File: src/jsba_cfg.svh
/*
 * Constants for the debug-port service bus access block: instruction codes,
 * scan lengths, field positions, register offsets and reset values.
 * Assumes inclusion by bare name from the block's package and module.
 */
`ifndef JSBA_CFG_SVH
`define JSBA_CFG_SVH

// ----------------------------------------------------------------------
// Instruction codes
// ----------------------------------------------------------------------
`define JSBA_IR_WIDTH        5
`define JSBA_IR_MSU          5'h14
`define JSBA_IR_SIZED        5'h15
`define JSBA_IR_WORD         5'h11
`define JSBA_IR_BYPASS       5'h1F
`define JSBA_IR_CAP_LOW      2'h1

// ----------------------------------------------------------------------
// Scan lengths
// ----------------------------------------------------------------------
`define JSBA_DR_MAX          39
`define JSBA_LEN_MSU         6'h22
`define JSBA_LEN_SIZED       6'h27
`define JSBA_LEN_WORD        6'h23
`define JSBA_LEN_BYPASS      6'h01

// ----------------------------------------------------------------------
// Address phase fields
// ----------------------------------------------------------------------
`define JSBA_DIR_POS         0
`define JSBA_MSU_IDX_LO      1
`define JSBA_MSU_IDX_HI      7
`define JSBA_SIZE_LO         1
`define JSBA_SIZE_HI         2
`define JSBA_SADDR_LO        3
`define JSBA_SADDR_HI        38
`define JSBA_WADDR_LO        1
`define JSBA_WADDR_HI        34
`define JSBA_DIR_READ        1'b1

// ----------------------------------------------------------------------
// Size codes
// ----------------------------------------------------------------------
`define JSBA_SIZE_BYTE       2'h0
`define JSBA_SIZE_HALF       2'h1
`define JSBA_SIZE_WORD       2'h2

// ----------------------------------------------------------------------
// APB registers
// ----------------------------------------------------------------------
`define JSBA_OFS_CTRL        12'h000
`define JSBA_OFS_STATUS      12'h004
`define JSBA_CTRL_EN_POS     0
`define JSBA_CTRL_RESET      1'b1

`endif

File: src/jsba_pkg.sv
/*
 * Types for the debug-port service bus access block.
 * Assumes jsba_cfg.svh is on the include path.
 */
`include "jsba_cfg.svh"

package jsba_pkg;

  typedef enum logic [3:0] {
    JSBA_RESET    = 4'h8,
    JSBA_IDLE     = 4'h0,
    JSBA_SEL_DR   = 4'h1,
    JSBA_CAP_DR   = 4'h3,
    JSBA_SHIFT_DR = 4'h2,
    JSBA_EXIT1_DR = 4'h6,
    JSBA_PAUSE_DR = 4'h7,
    JSBA_EXIT2_DR = 4'h5,
    JSBA_UPD_DR   = 4'h4,
    JSBA_SEL_IR   = 4'hC,
    JSBA_CAP_IR   = 4'hD,
    JSBA_SHIFT_IR = 4'hF,
    JSBA_EXIT1_IR = 4'hE,
    JSBA_PAUSE_IR = 4'hA,
    JSBA_EXIT2_IR = 4'hB,
    JSBA_UPD_IR   = 4'h9
  } jsba_tap_t;

  // Service bus request, held until acknowledged
  typedef struct packed {
    logic        req;
    logic        msu;
    logic        write;
    logic [35:0] addr;
    logic [1:0]  size;
    logic [3:0]  byte_en;
    logic [31:0] wdata;
  } jsba_bus_t;

  typedef struct packed {
    logic [2:0]                   sync1;
    logic [2:0]                   sync2;
    logic                         tck_d;
    jsba_tap_t                    tap;
    logic [`JSBA_IR_WIDTH-1:0]    ir;
    logic [`JSBA_IR_WIDTH-1:0]    ir_sr;
    logic [`JSBA_DR_MAX-1:0]      dr_sr;
    logic                         data_ph;
    logic                         busy;
    logic                         err;
    logic [31:0]                  rdata;
    jsba_bus_t                    bus;
    logic                         tdo;
    logic                         tdo_oe;
    logic                         enable;
    logic [31:0]                  prdata;
    logic                         pslverr;
  } jsba_state_t;

endpackage

File: src/jsba_top.sv
/*
 * Debug-port access to the service access bus: a test access port state
 * machine sampled by the system clock, three private scan paths and a
 * service bus master, plus a small APB register block.
 * Assumes jtag pins come from outside the clock domain; service bus and APB
 * run on clock_i.
 */
// Decided for this implementation: the APB register port and the register addresses.
`timescale 1ns/10ps
`default_nettype none
`include "jsba_cfg.svh"

// What this block does
// - Code 10100 reaches memory-unit registers by 7-bit index, direction and 32 data bits.
// - Start in address phase; toggle phase only when a scan ends with busy clear.
// - Direction bit 1 means read, 0 means write.
// - Memory-unit scan is 34 bits; direction at bit 0, index just above.
// - Memory-unit read data phase returns 32 data bits with error and busy above.
// - Read data scans may stop early without harm.
// - Code 10101 uses 39-bit scan: 36-bit byte address, size, direction, data.
// - Size 00 byte, 01 halfword, 10 word, 11 reserved.
// - Byte lane follows address mod 4; remainder 0 is the top byte.
// - Halfwords only at remainder 0 (upper) or 2 (lower).
// - Words only at addresses that are multiples of four.
// - Sized address phase: direction bit 0, size above, 36-bit address above.
// - Sized read data phase: 32 data bits, status above, zero fill beyond.
// - Targets may refuse some sizes; their refusal shows as the error bit.
// - Code 10001 does word accesses over 35 bits; low two address bits zero.
// - Word-only status sits in bits 1:0 at address phase, above data on read.
module jsba_top
  import jsba_pkg::*;
(
  input  wire logic        clock_i,
  input  wire logic        srst_i,
  input  wire logic        tck_i,
  input  wire logic        tms_i,
  input  wire logic        tdi_i,
  output logic             tdo_o,
  output logic             tdo_oe_o,
  output logic             bus_req_o,
  output logic             bus_msu_o,
  output logic             bus_write_o,
  output logic [35:0]      bus_addr_o,
  output logic [1:0]       bus_size_o,
  output logic [3:0]       bus_byte_en_o,
  output logic [31:0]      bus_wdata_o,
  input  wire logic        bus_ack_i,
  input  wire logic        bus_err_i,
  input  wire logic [31:0] bus_rdata_i,
  input  wire logic        psel_i,
  input  wire logic        penable_i,
  input  wire logic        pwrite_i,
  input  wire logic [11:0] paddr_i,
  input  wire logic [31:0] pwdata_i,
  output logic [31:0]      prdata_o,
  output logic             pready_o,
  output logic             pslverr_o
);

  jsba_state_t st;
  jsba_state_t next_st;

  // ----------------------------------------------------------------------
  // Helpers
  // ----------------------------------------------------------------------
  // Chain length per instruction; anything unknown falls back to bypass
  function automatic logic [5:0] dr_len(input logic [`JSBA_IR_WIDTH-1:0] ir);
    logic [5:0] len;
    len = `JSBA_LEN_BYPASS;
    unique case (ir)
      `JSBA_IR_MSU:   len = `JSBA_LEN_MSU;
      `JSBA_IR_SIZED: len = `JSBA_LEN_SIZED;
      `JSBA_IR_WORD:  len = `JSBA_LEN_WORD;
      default:        len = `JSBA_LEN_BYPASS;
    endcase
    return len;
  endfunction

  // Test access port moves, applied once per detected tck rise
  function automatic jsba_tap_t tap_next(input jsba_tap_t s, input logic tms);
    jsba_tap_t n;
    n = s;
    unique case (s)
      JSBA_RESET:    n = tms ? JSBA_RESET    : JSBA_IDLE;
      JSBA_IDLE:     n = tms ? JSBA_SEL_DR   : JSBA_IDLE;
      JSBA_SEL_DR:   n = tms ? JSBA_SEL_IR   : JSBA_CAP_DR;
      JSBA_CAP_DR:   n = tms ? JSBA_EXIT1_DR : JSBA_SHIFT_DR;
      JSBA_SHIFT_DR: n = tms ? JSBA_EXIT1_DR : JSBA_SHIFT_DR;
      JSBA_EXIT1_DR: n = tms ? JSBA_UPD_DR   : JSBA_PAUSE_DR;
      JSBA_PAUSE_DR: n = tms ? JSBA_EXIT2_DR : JSBA_PAUSE_DR;
      JSBA_EXIT2_DR: n = tms ? JSBA_UPD_DR   : JSBA_SHIFT_DR;
      JSBA_UPD_DR:   n = tms ? JSBA_SEL_DR   : JSBA_IDLE;
      JSBA_SEL_IR:   n = tms ? JSBA_RESET    : JSBA_CAP_IR;
      JSBA_CAP_IR:   n = tms ? JSBA_EXIT1_IR : JSBA_SHIFT_IR;
      JSBA_SHIFT_IR: n = tms ? JSBA_EXIT1_IR : JSBA_SHIFT_IR;
      JSBA_EXIT1_IR: n = tms ? JSBA_UPD_IR   : JSBA_PAUSE_IR;
      JSBA_PAUSE_IR: n = tms ? JSBA_EXIT2_IR : JSBA_PAUSE_IR;
      JSBA_EXIT2_IR: n = tms ? JSBA_UPD_IR   : JSBA_SHIFT_IR;
      JSBA_UPD_IR:   n = tms ? JSBA_SEL_DR   : JSBA_IDLE;
    endcase
    return n;
  endfunction

  // ----------------------------------------------------------------------
  // Decoded pins and per-scan helpers
  // ----------------------------------------------------------------------
  logic                     tck_rise;
  logic                     tck_fall;
  logic                     tms_s;
  logic                     tdi_s;
  logic                     sel_msu;
  logic                     sel_sized;
  logic                     sel_word;
  logic                     sel_any;
  logic [5:0]               len;
  logic [`JSBA_DR_MAX-1:0]  shifted;
  logic [`JSBA_DR_MAX-1:0]  capture;
  logic [35:0]              a_addr;
  logic [1:0]               a_size;
  logic                     a_read;
  logic [3:0]               a_be;
  logic                     a_bad;
  logic                     apb_setup;

  // Only the second synchroniser stage is ever looked at
  assign tck_rise  = st.sync2[2] & ~st.tck_d;
  assign tck_fall  = ~st.sync2[2] & st.tck_d;
  assign tms_s     = st.sync2[1];
  assign tdi_s     = st.sync2[0];
  assign sel_msu   = (st.ir == `JSBA_IR_MSU);
  assign sel_sized = (st.ir == `JSBA_IR_SIZED);
  assign sel_word  = (st.ir == `JSBA_IR_WORD);
  assign sel_any   = sel_msu | sel_sized | sel_word;
  assign len       = dr_len(st.ir);
  assign apb_setup = psel_i & ~penable_i;

  // ----------------------------------------------------------------------
  // Scan path shaping
  // ----------------------------------------------------------------------
  // New bit enters at the top of the active length; LSB leaves first
  genvar gi;
  generate
    for (gi = 0; gi < `JSBA_DR_MAX; gi++) begin : g_shift
      if (gi == `JSBA_DR_MAX - 1) begin : g_top
        assign shifted[gi] = (len == 6'(gi + 1)) ? tdi_s : 1'b0;
      end else begin : g_mid
        assign shifted[gi] = (len == 6'(gi + 1)) ? tdi_s :
                             (6'(gi + 1) < len)  ? st.dr_sr[gi + 1] : 1'b0;
      end
    end
  endgenerate

  // Address phases capture zeros, except the word path's status pair
  always_comb begin
    capture = '0;
    if (sel_any && st.data_ph) begin
      capture[33:0] = {st.err, st.busy, st.rdata};
    end else if (sel_word) begin
      capture[1:0] = {st.err, st.busy};
    end
  end

  // ----------------------------------------------------------------------
  // Address phase decode
  // ----------------------------------------------------------------------
  always_comb begin
    a_read = (st.dr_sr[`JSBA_DIR_POS] == `JSBA_DIR_READ);
    a_addr = '0;
    a_size = `JSBA_SIZE_WORD;
    a_be   = 4'hF;
    a_bad  = 1'b0;
    if (sel_msu) begin
      a_addr[6:0] = st.dr_sr[`JSBA_MSU_IDX_HI:`JSBA_MSU_IDX_LO];
    end else if (sel_sized) begin
      a_addr = st.dr_sr[`JSBA_SADDR_HI:`JSBA_SADDR_LO];
      a_size = st.dr_sr[`JSBA_SIZE_HI:`JSBA_SIZE_LO];
    end else begin
      a_addr = {st.dr_sr[`JSBA_WADDR_HI:`JSBA_WADDR_LO], 2'h0};
    end
    unique case (a_size)
      `JSBA_SIZE_BYTE: a_be = 4'h8 >> a_addr[1:0];
      `JSBA_SIZE_HALF: begin
        a_be  = a_addr[1] ? 4'h3 : 4'hC;
        a_bad = a_addr[0];
      end
      // A register index has no alignment; only byte addresses are checked
      `JSBA_SIZE_WORD: a_bad = !sel_msu && (a_addr[1:0] != 2'h0);
      default:         a_bad = 1'b1;
    endcase
  end

  // ----------------------------------------------------------------------
  // Next state
  // ----------------------------------------------------------------------
  always_comb begin
    next_st       = st;

    // ----------------------------------------------------------------------
    // Pin synchronisers and tck edge history
    // ----------------------------------------------------------------------
    next_st.sync1 = {tck_i, tms_i, tdi_i};
    next_st.sync2 = st.sync1;
    next_st.tck_d = st.sync2[2];

    // ----------------------------------------------------------------------
    // Service bus completion
    // ----------------------------------------------------------------------
    // A target refusing the size reports an error
    if (st.bus.req && bus_ack_i) begin
      next_st.bus.req = 1'b0;
      next_st.busy    = 1'b0;
      next_st.err     = st.err | bus_err_i;
      if (!st.bus.write) begin
        next_st.rdata = bus_rdata_i;
      end
    end

    // ----------------------------------------------------------------------
    // Test access port
    // ----------------------------------------------------------------------
    // Scan moves and register updates happen only on a detected rise
    if (tck_rise) begin
      next_st.tap = tap_next(st.tap, tms_s);
      unique case (st.tap)
        JSBA_RESET: begin
          next_st.ir      = `JSBA_IR_BYPASS;
          next_st.data_ph = 1'b0;
        end
        JSBA_CAP_IR: begin
          next_st.ir_sr = {1'b0, st.err, st.busy, `JSBA_IR_CAP_LOW};
        end
        JSBA_SHIFT_IR: begin
          next_st.ir_sr = {tdi_s, st.ir_sr[`JSBA_IR_WIDTH-1:1]};
        end
        JSBA_UPD_IR: begin
          // A newly selected access always starts with an address scan
          next_st.ir      = st.ir_sr;
          next_st.data_ph = 1'b0;
        end
        JSBA_CAP_DR: begin
          next_st.dr_sr = capture;
        end
        JSBA_SHIFT_DR: begin
          next_st.dr_sr = shifted;
        end
        JSBA_UPD_DR: begin
          // A busy scan is a status poll: no phase change, no new transfer
          if (sel_any && !st.busy) begin
            next_st.data_ph = ~st.data_ph;
            if (!st.data_ph) begin
              next_st.err         = 1'b0;
              next_st.bus.msu     = sel_msu;
              next_st.bus.write   = ~a_read;
              next_st.bus.addr    = a_addr;
              next_st.bus.size    = a_size;
              next_st.bus.byte_en = a_be;
              // Refused phases still toggle, keeping the debugger in step
              if (a_bad || !st.enable) begin
                next_st.err       = 1'b1;
                next_st.bus.write = 1'b0;
              end else if (a_read) begin
                next_st.bus.req = 1'b1;
                next_st.busy    = 1'b1;
              end
            end else if (st.bus.write) begin
              next_st.bus.wdata = st.dr_sr[31:0];
              next_st.bus.req   = 1'b1;
              next_st.busy      = 1'b1;
            end
          end
        end
        default: begin
        end
      endcase
    end

    // ----------------------------------------------------------------------
    // Test data out
    // ----------------------------------------------------------------------
    // Output changes on the falling edge so the debugger samples it stable
    if (tck_fall) begin
      next_st.tdo_oe = (st.tap == JSBA_SHIFT_DR) || (st.tap == JSBA_SHIFT_IR);
      next_st.tdo    = (st.tap == JSBA_SHIFT_IR) ? st.ir_sr[0] : st.dr_sr[0];
    end

    // ----------------------------------------------------------------------
    // APB register access
    // ----------------------------------------------------------------------
    // Answer prepared in the setup cycle, zero wait states
    if (apb_setup) begin
      next_st.pslverr = 1'b0;
      next_st.prdata  = '0;
      unique case (paddr_i)
        `JSBA_OFS_CTRL:   next_st.prdata[`JSBA_CTRL_EN_POS] = st.enable;
        `JSBA_OFS_STATUS: next_st.prdata[8:0] = {st.ir, st.data_ph, st.err, st.busy,
                                                 st.bus.req};
        default:          next_st.pslverr = 1'b1;
      endcase
    end
    // Status is read only; a write to it is dropped without an error
    if (psel_i && penable_i && pwrite_i && paddr_i == `JSBA_OFS_CTRL) begin
      next_st.enable = pwdata_i[`JSBA_CTRL_EN_POS];
    end
  end

  // ----------------------------------------------------------------------
  // Registered state
  // ----------------------------------------------------------------------
  // Reset parks the port in test-logic-reset with bypass selected
  always_ff @(posedge clock_i) begin
    if (srst_i) begin
      st         <= '0;
      st.tap     <= JSBA_RESET;
      st.ir      <= `JSBA_IR_BYPASS;
      st.enable  <= `JSBA_CTRL_RESET;
    end else begin
      st <= next_st;
    end
  end

  // ----------------------------------------------------------------------
  // Outputs
  // ----------------------------------------------------------------------
  assign tdo_o         = st.tdo;
  assign tdo_oe_o      = st.tdo_oe;
  assign bus_req_o     = st.bus.req;
  assign bus_msu_o     = st.bus.msu;
  assign bus_write_o   = st.bus.write;
  assign bus_addr_o    = st.bus.addr;
  assign bus_size_o    = st.bus.size;
  assign bus_byte_en_o = st.bus.byte_en;
  assign bus_wdata_o   = st.bus.wdata;
  assign prdata_o      = st.prdata;
  // Zero wait states: every access phase completes at once
  assign pready_o      = 1'b1;
  assign pslverr_o     = st.pslverr;

endmodule
`default_nettype wire

File: config.mk
export PLATFORM = sky130hd
export DESIGN_NAME = jsba_top
export DESIGN_NICKNAME = d
export VERILOG_FILES = /design/src/jsba_pkg.sv /design/src/jsba_top.sv
export VERILOG_INCLUDE_DIRS = /design/src
export SDC_FILE = /design/constraint.sdc
export NUM_CORES = 1
export LEC_CHECK = 0
export ABC_AREA = 1
export BUFFER_PORTS_ARGS = -buffer_cell sky130_fd_sc_hd__buf_4
export CAP_MARGIN = 20
export CORE_ASPECT_RATIO = 0.5
export CORE_UTILIZATION = 29
export DETAILED_ROUTE_END_ITERATION = 12
export SLEW_MARGIN = 10
export SYNTH_ARGS = -nofsm -noshare
export SYNTH_HDL_FRONTEND = slang
export SYNTH_SLANG_ARGS = --single-unit
File: constraint.sdc
create_clock -name clock_i -period 1.8 [get_ports clock_i]
set_clock_uncertainty 0.2 [all_clocks]
set_input_delay 0 -clock clock_i [delete_from_list [all_inputs] [get_ports clock_i]]
set_output_delay 0 -clock clock_i [all_outputs]
set_load 0.02 [all_outputs]
==> qor.txt <==
status = complete, but fails checks
failing checks = setup timing
Die Y = 125.5 µm
remaining global-route overflow = 0
Mean Syn Cell Area = 7.470 µm²
clk root buf = clkbuf_16
setup ws final = -47.24 ps
Die ar. = 31,270 µm²
hpwl dp = 18.14 mm
Clk Latency, worst-skew pair = 450 ps
Cells after Synth = 1,185
Synth async-reset ratio = 0
Peak VDD IR = 0.5605 mV
final net count = 1,427
TritonCTS clock tree = yes
area leader, netlist = dfxtp_1
first-pass GRT wire length = 40.81 mm
DP Area = 10,040 µm²
drt drc = 0
Core Region = 29,510 µm²
post-route cell area = 11,720 µm²
vias in the first global route = 7,510
slowest stage delay, CP = 370 ps
Routed Antenna Nets = 0
final std cells w/o fill = 1,745
top post-synthesis cells by area = dfxtp_1 (42%), buf_4 (9.6%), a21oi_1 (7.7%)
Final Critical Period = 1847 ps
Post-synth EDFFs = 0
CP Cell Sequence = inv_4 -> nor2_8 -> nand3_4 -> nand2_4 -> nand2_4 -> nor2_4 -> buf_6 -> nand4_1 -> a21oi_2
Pleak = 5.109 nW
Final Setup Violations = 2
maximum buffer depth of the clock tree = 2
Starting Density = 0.3000
WL final = 27.95 mm
Reg-to-Reg Start = st[196]$_SDFFE_PP1P_
ANT cells = 0
WP data arrival = 2030 ps
share of post-route cells with drive strength above 1 = 0.2666
Num CTS Buffers = 17
Hold Vio Cnt, Final = 0
crit path kind = register to register
initial antenna violation count = 0
Cell variety after synth = 33
YS warnings = 0
Slew Limit Fails = 0
Critical Path Sink Type = register
# rows = 44
most frequent CP cell = nand2_4
Layout area overhead = 32.37%
H-Tree Depth = 4
DRT iter0 DRCs = 602
period utilisation layout = 1.026
unrepaired setup endpoints after global routing = yes
Die W = 249.1 µm
Tot GR Track Use = 0.1665
top-count cell post-synth = dfxtp_1
Max FO, Critical Path = 6
commonest cells in the netlist = dfxtp_1 (185), nand2_1 (139), a21oi_1 (136)
Crit. Startpoint = st[196]$_SDFFE_PP1P_
I/O Buffers = 143
# Max-Cap Violations = 0
hold path start = paddr_i[3]
largest net degree at the start of global routing = 113
mapped cell area = 8852 µm²
GPL Wtd Cong = 0.8033
Setup crit start kind = register
DR vias/cell = 4.661
#FFs+latches synth = 185
Critical-path top delay cell = dfxtp_4
placed cell count = 1,640
cell family with most CP delay = simple AND/OR/NAND/NOR gates
CP Buf/Inv Count = 2
Boundary Pins = 199
data required time of the worst path = 1980 ps
clock-pin slew on the worst setup and hold paths = 80 ps
FMAX = 0.5413 GHz
Yosys top cell area share = 0.4184
DRT Pass-1 Iters = 5
per-cell routed wire length = 16.02 µm
vias after detailed routing = 8,133
Clock Sinks = 185
FILL cells = 3,011
Hold Crit Class = input port to register
sequential fraction of the synthesis area = 0.4184
PwrDens = 717.0 nW/µm²
Top FF cell, synth = dfxtp_1
-- cell usage in the layout (no fill, tap or decap), drive strengths merged, types with 3 or more instances in the layout --
cell	count
nor2	119
clkinvlp	3
o211ai	23
clkinv	10
nand2	147
a21oi	143
conb	24
a31oi	4
dfxtp	185
dlygate4sd3	53
nand4	3
nor3	3
o211a	10
buf	234
inv	113
clkbuf	25
a22oi	4
o21ai	185
nand3	61
-- final timing paths --
| path | end | depth (start not counted) | slack (ps) |
|---|---|---|---|
| max | bus_addr_o[28]$_SDFFE_PP0P_ | 9 | -50 |
| max reg2reg | bus_addr_o[28]$_SDFFE_PP0P_ | 9 | -50 |
| min | prdata_o[4]$_SDFFE_PP0P_ | 6 | 40 |
| min reg2reg | next_st[201]$_SDFF_PP0_ | 2 | 200 |
-- power breakdown --
part           total (W)  internal [W]  switching, W  leakage, nW
sequential       0.00414       0.00411     0.0000240         1.49
clock            0.00376       0.00186       0.00191        0.286
combinational   0.000502      0.000240      0.000262         3.33
-- cell families (layout without fill, tap and decap cells) --
logic type,count (synthesis),after routing,share of synthesized area
AO/OA/AOI/OAI,371,371,0.2273
AND/OR/NAND/NOR,336,336,0.1712
buffers and inverters,291,438,0.1823
flip-flops,185,185,0.4184
other,2,24,0.0008484
-- tightest hold or removal path, stage by stage --
cell	delay (ps)
buf_4	70
or2_2	130
inv_1	50
and3_1	230
nand2_1	100
a21oi_1	50
-- per-stage QoR --
stage          power (W)  hold WS [ps]  worst slack [ps]  setup TNS (ps)  utilization
4_1_cts         0.008428         26.13            -18.37          -52.08       0.3800
6_report        0.008402         43.08            -47.24          -49.89       0.3971
3_3_place_gp    0.004618         3.387            -38.44          -60.62       0.3403
2_1_floorplan   0.004479        -93.03             146.3               0            -
3_5_place_dp    0.004620         13.14            -46.27          -659.7       0.3403
5_1_grt         0.008689         63.02            -113.3           -2224       0.3971
-- registers in the layout, summed over array words and instances, names as in the netlist, 2 cells and up --
signal / flops
st: 91
bus_wdata_o: 32
prdata_o: 9
next_st: 4
bus_addr_o: 36
bus_byte_en_o: 4
bus_size_o: 2
-- per-layer routing --
layer | routed length, µm | track usage
met1 | 12860 | 0.2170
met2 | 13180 | 0.2724
met3 | 1408 | 0.03935
met4 | 496 | 0.05229
met5 | 0 | 0
-- what timing repair did --
item	CTS	global route
setup buffers	1	8
gates resized for setup	8	61
setup endpoints to repair	44	113
pin swaps	1	12
hold endpoints to repair	185	0
hold buffers	53	0
gates cloned	1	10
-- cell type report --
type / count / area [µm²] / area share
Multi-Input combinational cell: 731 / 3755 / 0.3204
Sequential cell: 185 / 3725 / 0.3179
Inverter: 110 / 424.2 / 0.03620
Timing Repair Buffer: 295 / 2729 / 0.2329
Clock buffer: 17 / 425.4 / 0.03631
Clock inverter: 15 / 165.2 / 0.01409
Timing Repair inverter: 1 / 5.005 / 0.0004271
Tap cell: 391 / 489.2 / 0.04175
(Power assumes the default switching activity.)
